### config.mk
export PLATFORM = sky130hd
export DESIGN_NAME = slot_bus_ctrl
export DESIGN_NICKNAME = d
export VERILOG_FILES = /design/src/hw/slot_bus_pkg.sv /design/src/hw/slot_bus_ctrl.sv /design/src/hw/tick_divider.sv
export SDC_FILE = /design/constraint.sdc
export NUM_CORES = 1
export LEC_CHECK = 0
export ABC_AREA = 1
export BUFFER_PORTS_ARGS = -buffer_cell sky130_fd_sc_hd__buf_2
export CAP_MARGIN = 20
export CORE_UTILIZATION = 53
export DETAILED_ROUTE_END_ITERATION = 10
export GPL_ROUTABILITY_DRIVEN = 0
export HOLD_SLACK_MARGIN = 0.05
export PLACE_DENSITY = 0.79
export SLEW_MARGIN = 0
export SYNTH_ARGS = -nofsm -noshare
export SYNTH_HDL_FRONTEND = slang
export SYNTH_SLANG_ARGS = --single-unit
### constraint.sdc
create_clock -name clock -period 2.3 [get_ports clock]
set_input_delay 0.23 -clock clock [delete_from_list [all_inputs] [get_ports clock]]
set_output_delay 0.23 -clock clock [all_outputs]
set_load 0.05 [all_outputs]
### src/hw/slot_bus_pkg.sv
// Shared constants for the slot bus cycle controller
package slot_bus_pkg;

  // Configuration index scheme
  localparam logic [7:0] INDEX_PORT = 8'hEC;
  localparam logic [7:0] DATA_PORT = 8'hED;
  localparam logic [7:0] CTRL_INDEX = 8'h16;

  // Field positions of slot_bus_control
  localparam int ROM_WIDTH_BIT = 7;
  localparam int DRIVE_BIT = 6;
  localparam int PIO_TIMING_BIT = 5;
  localparam int RESERVED_BIT = 4;
  localparam int NARROW_DLY_BIT = 3;
  localparam int WIDE_DLY_BIT = 2;
  localparam int WIDE_WAIT_BIT = 1;
  localparam int NARROW_WAIT_BIT = 0;

  // Reset value of the plain bits; bits 7 and 6 come from straps
  localparam logic [7:0] CTRL_RESET = 8'h00;
  // Reserved bit always reads one
  localparam logic [7:0] CTRL_READ_ONES = 8'h10;
  localparam logic [7:0] CTRL_WRITE_MASK = 8'hEF;
  localparam logic [7:0] READ_NONE = 8'h00;

  // Wait states, in slot clocks
  localparam logic [3:0] NARROW_WAIT_BASE = 4'h4;
  localparam logic [3:0] PIO_SLOW_EXTRA = 4'h1;
  localparam logic [3:0] REFRESH_CMD_CLKS = 4'h3;
  localparam logic [3:0] ONE = 4'h1;

  // Slot clock period and the divider derived from it (least time, rounded up)
  localparam int CLOCK_PERIOD_NS = 8;
  localparam int SLOT_CLK_PERIOD_NS = 125;
  localparam int SLOT_CLK_DIV = (SLOT_CLK_PERIOD_NS + CLOCK_PERIOD_NS - 1) / CLOCK_PERIOD_NS;

  typedef enum logic [1:0] {
    CYC_IO_RD,
    CYC_IO_WR,
    CYC_MEM_RD,
    CYC_MEM_WR
  } slot_cycle_t;

endpackage : slot_bus_pkg

### src/hw/slot_bus_ctrl.sv
// Slot bus cycle controller: CPU, refresh, DMA and bus-master cycles
//
// How it works
// CPU cycles drive command strobes and BALE.
// Sample 16-bit selects and channel-ready.
// Zero-wait-state input ends cycle early.
// Refresh drives indication, address, memory read.
// Channel-ready stretches refresh and memory-read pulses.
// BALE high throughout refresh cycles.
// BALE forced high for DMA cycles.
// AEN asserted during DMA cycles.
// Channel-ready extends DMA cycles.
// Acknowledged master asserting MASTER gets bus.
// Card pulls channel-ready before last wait.
// Card asserts 16-bit select before last wait; the code samples it once, at the end of the address phase.
// Control register at index 16h, port EDh.
// Bit 7 ROM width, reset from strap.
// Bit 6 drive strength, reset from pin.
// Bit 5 programmed-I/O timing, resets zero.
// Bit 4 reads one, ignores writes.
// Bit 3 adds narrow-cycle command delay; the code also applies it to 16-bit I/O cycles.
// Bit 2 adds 16-bit memory command delay.
// Bit 1 selects 16-bit wait states.
// Bit 0 selects five 8-bit wait states.
`timescale 1ns/1ns
`default_nettype none
module slot_bus_ctrl #(
  parameter int SLOT_DIV = slot_bus_pkg::SLOT_CLK_DIV,
  parameter int REFRESH_AW = 8
) (
  // Clock and reset
  input wire logic clock,
  input wire logic nrst,
  // Straps
  input wire logic strap_line_a,
  input wire logic rom_select_pin,
  // Configuration port access
  input wire logic [7:0] cfg_addr,
  input wire logic cfg_wr,
  input wire logic cfg_rd,
  input wire logic [7:0] cfg_wdata,
  output logic [7:0] cfg_rdata,
  // CPU cycle request
  input wire logic cpu_req,
  input wire slot_bus_pkg::slot_cycle_t cpu_type,
  input wire logic cpu_sysmem,
  output logic cpu_busy,
  output logic cpu_done,
  output logic cpu_wide,
  // Refresh request
  input wire logic refresh_req,
  output logic refresh_done,
  // DMA and bus master
  input wire logic dma_active,
  input wire logic dma_ack,
  input wire logic master_n,
  output logic dma_ready,
  output logic master_granted,
  // Slot commands
  output logic ior_n,
  output logic iow_n,
  output logic memr_n,
  output logic memw_n,
  output logic smemr_n,
  output logic smemw_n,
  output logic cmd_oe,
  output logic bale,
  output logic aen,
  output logic refresh_n,
  output logic [REFRESH_AW-1:0] refresh_addr,
  output logic refresh_addr_oe,
  // Slot responses
  input wire logic mem_cs16_n,
  input wire logic io_cs16_n,
  input wire logic iochrdy,
  input wire logic ws0_n,
  // Control bits out
  output logic rom_width_select,
  output logic slot_drive_strength,
  output logic pio_timing_select
);

  typedef enum logic [2:0] {
    ST_IDLE,
    ST_ADDR,
    ST_DELAY,
    ST_CMD,
    ST_RECOVER,
    ST_REFRESH,
    ST_DMA,
    ST_MASTER
  } state_t;

  state_t state_reg;
  logic tick;
  logic [7:0] ctrl_reg;
  logic [7:0] index_reg;
  logic strap_pending_reg;
  logic [3:0] count_reg;
  logic [3:0] wait_target;
  logic delay_needed;
  slot_bus_pkg::slot_cycle_t type_reg;
  logic sysmem_reg;
  logic is_mem;
  logic wide_sample;
  logic [7:0] ctrl_view;
  logic ctrl_selected;

  tick_divider #(
    .DIV(SLOT_DIV)
  ) u_slot_tick (
    .clock(clock),
    .nrst(nrst),
    .tick(tick)
  );

  // Register view with the reserved bit forced high
  assign ctrl_view = ctrl_reg | slot_bus_pkg::CTRL_READ_ONES;
  assign ctrl_selected = (index_reg == slot_bus_pkg::CTRL_INDEX);

  // Index then data, as in the shared configuration scheme
  always_ff @(posedge clock or negedge nrst) begin
    if (!nrst) begin
      index_reg <= 8'h00;
    end else if (cfg_wr && cfg_addr == slot_bus_pkg::INDEX_PORT) begin
      index_reg <= cfg_wdata;
    end
  end

  // Straps are caught on the first edge after reset release
  always_ff @(posedge clock or negedge nrst) begin
    if (!nrst) begin
      strap_pending_reg <= 1'b1;
    end else begin
      strap_pending_reg <= 1'b0;
    end
  end

  always_ff @(posedge clock or negedge nrst) begin
    if (!nrst) begin
      ctrl_reg <= slot_bus_pkg::CTRL_RESET;
    end else if (strap_pending_reg) begin
      ctrl_reg[slot_bus_pkg::ROM_WIDTH_BIT] <= strap_line_a;
      ctrl_reg[slot_bus_pkg::DRIVE_BIT] <= rom_select_pin;
    end else if (cfg_wr && cfg_addr == slot_bus_pkg::DATA_PORT && ctrl_selected) begin
      // Bit 4 is never stored, so writes to it vanish
      // Strap bits stay writable; the straps only seed them
      ctrl_reg <= (cfg_wdata & slot_bus_pkg::CTRL_WRITE_MASK);
    end
  end

  always_ff @(posedge clock or negedge nrst) begin
    if (!nrst) begin
      cfg_rdata <= slot_bus_pkg::READ_NONE;
    end else if (cfg_rd && cfg_addr == slot_bus_pkg::DATA_PORT && ctrl_selected) begin
      cfg_rdata <= ctrl_view;
    end else if (cfg_rd && cfg_addr == slot_bus_pkg::INDEX_PORT) begin
      cfg_rdata <= index_reg;
    end else begin
      cfg_rdata <= slot_bus_pkg::READ_NONE;
    end
  end

  // Control bits reach the pads from the register itself
  assign rom_width_select = ctrl_reg[slot_bus_pkg::ROM_WIDTH_BIT];
  assign slot_drive_strength = ctrl_reg[slot_bus_pkg::DRIVE_BIT];
  assign pio_timing_select = ctrl_reg[slot_bus_pkg::PIO_TIMING_BIT];

  assign is_mem = (type_reg == slot_bus_pkg::CYC_MEM_RD) || (type_reg == slot_bus_pkg::CYC_MEM_WR);
  // Width decided by the select that matches the cycle kind
  // Taken once at the end of the address phase; a late select leaves the cycle 8-bit
  assign wide_sample = is_mem ? !mem_cs16_n : !io_cs16_n;

  // Command delay: 16-bit memory uses one bit, all other cycles, 16-bit I/O included, the other
  always_comb begin
    if (is_mem && cpu_wide) begin
      delay_needed = ctrl_reg[slot_bus_pkg::WIDE_DLY_BIT];
    end else begin
      delay_needed = ctrl_reg[slot_bus_pkg::NARROW_DLY_BIT];
    end
  end

  // Wait states: 16-bit zero or one, 8-bit four or five, slow PIO one more
  always_comb begin
    if (cpu_wide) begin
      wait_target = {3'b000, ctrl_reg[slot_bus_pkg::WIDE_WAIT_BIT]};
    end else begin
      wait_target = slot_bus_pkg::NARROW_WAIT_BASE + {3'b000, ctrl_reg[slot_bus_pkg::NARROW_WAIT_BIT]};
    end
    if (!is_mem && !ctrl_reg[slot_bus_pkg::PIO_TIMING_BIT]) begin
      wait_target = wait_target + slot_bus_pkg::PIO_SLOW_EXTRA;
    end
  end

  // Cycle sequencer; everything advances on the slot clock enable
  always_ff @(posedge clock or negedge nrst) begin
    if (!nrst) begin
      state_reg <= ST_IDLE;
      count_reg <= 4'h0;
      type_reg <= slot_bus_pkg::CYC_IO_RD;
      sysmem_reg <= 1'b0;
      cpu_wide <= 1'b0;
      cpu_busy <= 1'b0;
    end else if (tick) begin
      case (state_reg)
        ST_IDLE: begin
          count_reg <= 4'h0;
          if (dma_active) begin
            state_reg <= ST_DMA;
          end else if (refresh_req) begin
            state_reg <= ST_REFRESH;
          end else if (cpu_req) begin
            type_reg <= cpu_type;
            sysmem_reg <= cpu_sysmem;
            cpu_busy <= 1'b1;
            state_reg <= ST_ADDR;
          end
        end
        ST_ADDR: begin
          cpu_wide <= wide_sample;
          state_reg <= ST_DELAY;
        end
        ST_DELAY: begin
          if (delay_needed && count_reg == 4'h0) begin
            count_reg <= slot_bus_pkg::ONE;
          end else begin
            count_reg <= 4'h0;
            state_reg <= ST_CMD;
          end
        end
        // No timeout: a card that never returns channel-ready holds the bus
        ST_CMD: begin
          if (!ws0_n) begin
            state_reg <= ST_RECOVER;
          end else if (count_reg >= wait_target) begin
            if (iochrdy) begin
              state_reg <= ST_RECOVER;
            end
          end else begin
            count_reg <= count_reg + slot_bus_pkg::ONE;
          end
        end
        ST_RECOVER: begin
          cpu_busy <= 1'b0;
          state_reg <= ST_IDLE;
        end
        ST_REFRESH: begin
          if (count_reg < slot_bus_pkg::REFRESH_CMD_CLKS) begin
            count_reg <= count_reg + slot_bus_pkg::ONE;
          end else if (iochrdy) begin
            count_reg <= 4'h0;
            state_reg <= ST_IDLE;
          end
        end
        ST_DMA: begin
          if (dma_ack && !master_n) begin
            state_reg <= ST_MASTER;
          end else if (!dma_active) begin
            state_reg <= ST_IDLE;
          end
        end
        ST_MASTER: begin
          if (master_n || !dma_ack) begin
            state_reg <= ST_DMA;
          end
        end
        default: begin
          state_reg <= ST_IDLE;
        end
      endcase
    end
  end

  // Completion pulses, one clock each
  always_ff @(posedge clock or negedge nrst) begin
    if (!nrst) begin
      cpu_done <= 1'b0;
      refresh_done <= 1'b0;
    end else begin
      cpu_done <= tick && state_reg == ST_RECOVER;
      refresh_done <= tick && state_reg == ST_REFRESH && count_reg >= slot_bus_pkg::REFRESH_CMD_CLKS && iochrdy;
    end
  end

  // Refresh row address advances once per finished refresh
  always_ff @(posedge clock or negedge nrst) begin
    if (!nrst) begin
      refresh_addr <= '0;
    end else if (refresh_done) begin
      refresh_addr <= refresh_addr + REFRESH_AW'(1);
    end
  end

  // Slot command strobes, registered from the sequencer state
  always_ff @(posedge clock or negedge nrst) begin
    if (!nrst) begin
      ior_n <= 1'b1;
      iow_n <= 1'b1;
      memr_n <= 1'b1;
      memw_n <= 1'b1;
      smemr_n <= 1'b1;
      smemw_n <= 1'b1;
      refresh_n <= 1'b1;
      refresh_addr_oe <= 1'b0;
    end else begin
      ior_n <= !(state_reg == ST_CMD && type_reg == slot_bus_pkg::CYC_IO_RD);
      iow_n <= !(state_reg == ST_CMD && type_reg == slot_bus_pkg::CYC_IO_WR);
      memr_n <= !((state_reg == ST_CMD && type_reg == slot_bus_pkg::CYC_MEM_RD) || state_reg == ST_REFRESH);
      memw_n <= !(state_reg == ST_CMD && type_reg == slot_bus_pkg::CYC_MEM_WR);
      smemr_n <= !((state_reg == ST_CMD && type_reg == slot_bus_pkg::CYC_MEM_RD && sysmem_reg) ||
                   state_reg == ST_REFRESH);
      smemw_n <= !(state_reg == ST_CMD && type_reg == slot_bus_pkg::CYC_MEM_WR && sysmem_reg);
      refresh_n <= !(state_reg == ST_REFRESH);
      refresh_addr_oe <= (state_reg == ST_REFRESH);
    end
  end

  // Bus ownership: DMA controllers and masters drive commands themselves
  always_ff @(posedge clock or negedge nrst) begin
    if (!nrst) begin
      cmd_oe <= 1'b1;
      bale <= 1'b0;
      aen <= 1'b0;
      master_granted <= 1'b0;
    end else begin
      cmd_oe <= !(state_reg == ST_DMA || state_reg == ST_MASTER);
      bale <= (state_reg == ST_ADDR) || (state_reg == ST_REFRESH) || (state_reg == ST_DMA);
      aen <= (state_reg == ST_DMA);
      master_granted <= (state_reg == ST_MASTER);
    end
  end

  // Channel-ready tells the DMA logic to hold its cycle
  always_ff @(posedge clock or negedge nrst) begin
    if (!nrst) begin
      dma_ready <= 1'b1;
    end else begin
      dma_ready <= (state_reg != ST_DMA) || iochrdy;
    end
  end

endmodule : slot_bus_ctrl
`default_nettype wire

### src/hw/tick_divider.sv
// One-cycle enable pulse every DIV clocks
`timescale 1ns/1ns
`default_nettype none
module tick_divider #(
  parameter int DIV = 16
) (
  // Clock and reset
  input wire logic clock,
  input wire logic nrst,
  // Enable out
  output logic tick
);
  localparam int W = $clog2(DIV + 1);
  localparam logic [W-1:0] LAST = W'(DIV - 1);

  logic [W-1:0] count_reg;

  always_ff @(posedge clock or negedge nrst) begin
    if (!nrst) begin
      count_reg <= '0;
      tick <= 1'b0;
    end else if (count_reg == LAST) begin
      count_reg <= '0;
      tick <= 1'b1;
    end else begin
      count_reg <= count_reg + W'(1);
      tick <= 1'b0;
    end
  end
endmodule : tick_divider
`default_nettype wire

==> impl_metrics.env <==
export IMPL_grt_pass1_wl_um=10520
export IMPL_grt_setup_unrepaired="no"
export IMPL_cp_end_kind="register"
export IMPL_cts_buffers=9
export IMPL_grt_pass1_vias=2328
export IMPL_detail_route_wl_per_cell_um=12.88
export IMPL_syn_instance_count=324
export IMPL_row_count=26
export IMPL_async_flop_share=1.000
export IMPL_yosys_top_cells_area="dfrtp_1 (46%), dfstp_2 (8.9%), nand2_1 (8.1%)"
export IMPL_arrival_ns=2.30
export IMPL_die_h_um=76.82
export IMPL_synth_area_leader_cell="dfrtp_1"
export IMPL_drt_pre_antenna_iters=4
export IMPL_wl_um=6195
export IMPL_worst_slack_ns=0.2282
export IMPL_grt_total_usage=0.2318
export IMPL_route_detailed_drc=0
export IMPL_numClockSinks=65
export IMPL_antenna_cells=0
export IMPL_initial_core_util=0.5664
export IMPL_clk_latency_ns=0.34
export IMPL_final_min_clock_period_ns=2.072
export IMPL_crit_fanout=5
export IMPL_worstSetupPathType="register to register"
export IMPL_grt_max_degree=35
export IMPL_io_buffers=69
export IMPL_post_cts_setup_buffers=0
export IMPL_timing_fmax_mhz=482.7
export IMPL_vias_per_cell=5.042
export IMPL_syn_nets=366
export IMPL_grt_overflow=0
export IMPL_num_vias=2425
export IMPL_synth_edf_count=0
export IMPL_ys_ff_latch=65
export IMPL_drt_antenna_violating_nets=0
export IMPL_finalPower_mw=2.915
export IMPL_setup_viol=0
export IMPL_dpl_cell_area_um2=3412
export IMPL_h_tree_depth=3
export IMPL_drive_above_1_share=0.2798
export IMPL_syn_area_um2=2967
export IMPL_final_max_slew_viol_count=0
export IMPL_antenna_found_initial=0
export IMPL_synth_main_ff_cell="dfrtp_1"
export IMPL_min_period_over_period=0.9008
export IMPL_drv_cap=0
export IMPL_die_area_um2=5901
export IMPL_yosysTopAreaCellShare=0.4639
export IMPL_critPathLaunchType="register"
export IMPL_area_growth_pct=22.56
export IMPL_pre_cts_ws_ns=0.1446
export IMPL_coreArea_um2=5238
export IMPL_ios=70
export IMPL_drtIter0Drc=144
export IMPL_hold_viol=0
export IMPL_cts_tree="done"
export IMPL_setup_tns_ns=0
export IMPL_avgSynthCellArea_um2=9.156
export IMPL_ys_warn_count=0
export IMPL_yosysUniqueCellTypes=30
export IMPL_ys_top_cells_by_count="nand2_1 (64), dfrtp_1 (55), inv_1 (44), nor2_1 (34), nand3_1 (32)"
export IMPL_yosysMostFrequentCell="nand2_1"
export IMPL_num_nets_final=448
export IMPL_die_w_um=76.82
export IMPL_path_clk_slew_ns=0.06
export IMPL_required_ns=2.53
export IMPL_holdCritPathClass="input pin to register"
export IMPL_power_density_nw_per_um2=801.8
export IMPL_ys_seq_area_frac=0.5525
export IMPL_clock_tree_root_cell="clkbuf_8"
export IMPL_outcome="finished, final reports clean"
export IMPL_ir_worst_vdd_mv=0.5227
export IMPL_clockBufferDepth=2
export IMPL_clock_skew_ns=0.01002
export IMPL_dpl_hpwl_um=4511
export IMPL_design_area_um2=3636
export IMPL_leakagePower_nw=1.923
==> cells in the final DEF, fill, tap and decap left out, drive strengths merged <==
cell type	n
or2	1
dfstp	10
a21boi	1
a21oi	7
nand3	34
inv	47
clkinv	1
nor3b	1
nor2	37
ha	8
conb	1
nor3	7
mux2	7
nand3b	1
o22ai	1
dlygate4sd3	1
o21ai	18
o31ai	1
clkbuf	13
dfrtp	55
bufinv	2
nand4	7
buf	73
nand2	66
xnor2	1
a31oi	1
xor2	9
==> where the power goes <==
part	internal (mW)	switching [mW]
sequential	1.22	0.0913
combinational	0.161	0.388
clock	0.640	0.414
==> final cells by class <==
cell class / count / area, µm²
flip-flops and latches: 65 / 1639
fillers: 434 / 1602
multi-input cells: 209 / 1134
repair buffers: 74 / 385.4
inverters: 47 / 176.4
clock buffers: 13 / 148.9
well taps: 70 / 87.58
clock inverters: 3 / 65.06
==> metal layers <==
layer  vias up  share of wire  global-route usage  wire length [µm]
li1       1200              -                   -                 -
met1      1138           0.44              0.3051              2740
met2        75           0.49              0.3723              3008
met3        12          0.051             0.03333               316
met4         0          0.021              0.1212               129
met5         -              0                   0                 0
==> timing repair <==
action / in CTS / in global routing
setup endpoints to repair: 0 / 4
hold endpoints to repair: 55 / 0
gates resized for setup: 0 / 1
hold buffers: 1 / 0
==> final timing paths <==
check                      slack [ns]  depth (start not counted)      endpoint            from
setup / recovery                 0.23                         12  count_reg[0]        cpu_wide
hold / removal                   0.10                          3   ctrl_reg[6]  rom_select_pin
setup reg to reg                 0.23                         12  count_reg[0]        cpu_wide
hold reg to reg                  0.46                          1       smemr_n      sysmem_reg
max in group asynchronous        1.53                          3         iow_n            nrst
min in group asynchronous        0.45                          3  index_reg[0]            nrst
==> per-stage QoR <==
stage,utilization,hold WS (ns),std cells
CTS,0.6942,0.09215,481
global route,0.6942,0.1147,481
floorplan,-,-0.06559,324
global placement,0.6515,0.2774,464
finish,0.6942,0.1015,481
detailed placement,0.6515,0.2814,464
==> critical path, cell delays in order (launching register included) <==
cell and delay (ns):
dfrtp_1 0.41, nand2_1 0.07, o21ai_0 0.08, ha_1 0.30
ha_1 0.27, inv_1 0.06, a21boi_0 0.09, o21ai_1 0.21
nand3_1 0.10, nand2_1 0.16, nand2_2 0.10, nand2_1 0.07
nand2_1 0.05
==> cells by family after synthesis <==
family                     Yosys count  share of synthesized area
muxes                                7                    0.02657
DFF                                 65                     0.5525
other                                1                   0.001264
AOI/OAI and AO/OA                   29                    0.05652
and+or+nand+nor                    154                     0.2345
xor gates and xnor gates            10                    0.02953
adders and majority gates            8                    0.03374
buffers and inverters               50                    0.06537
Note: power is estimated with default switching activity, not from simulation.
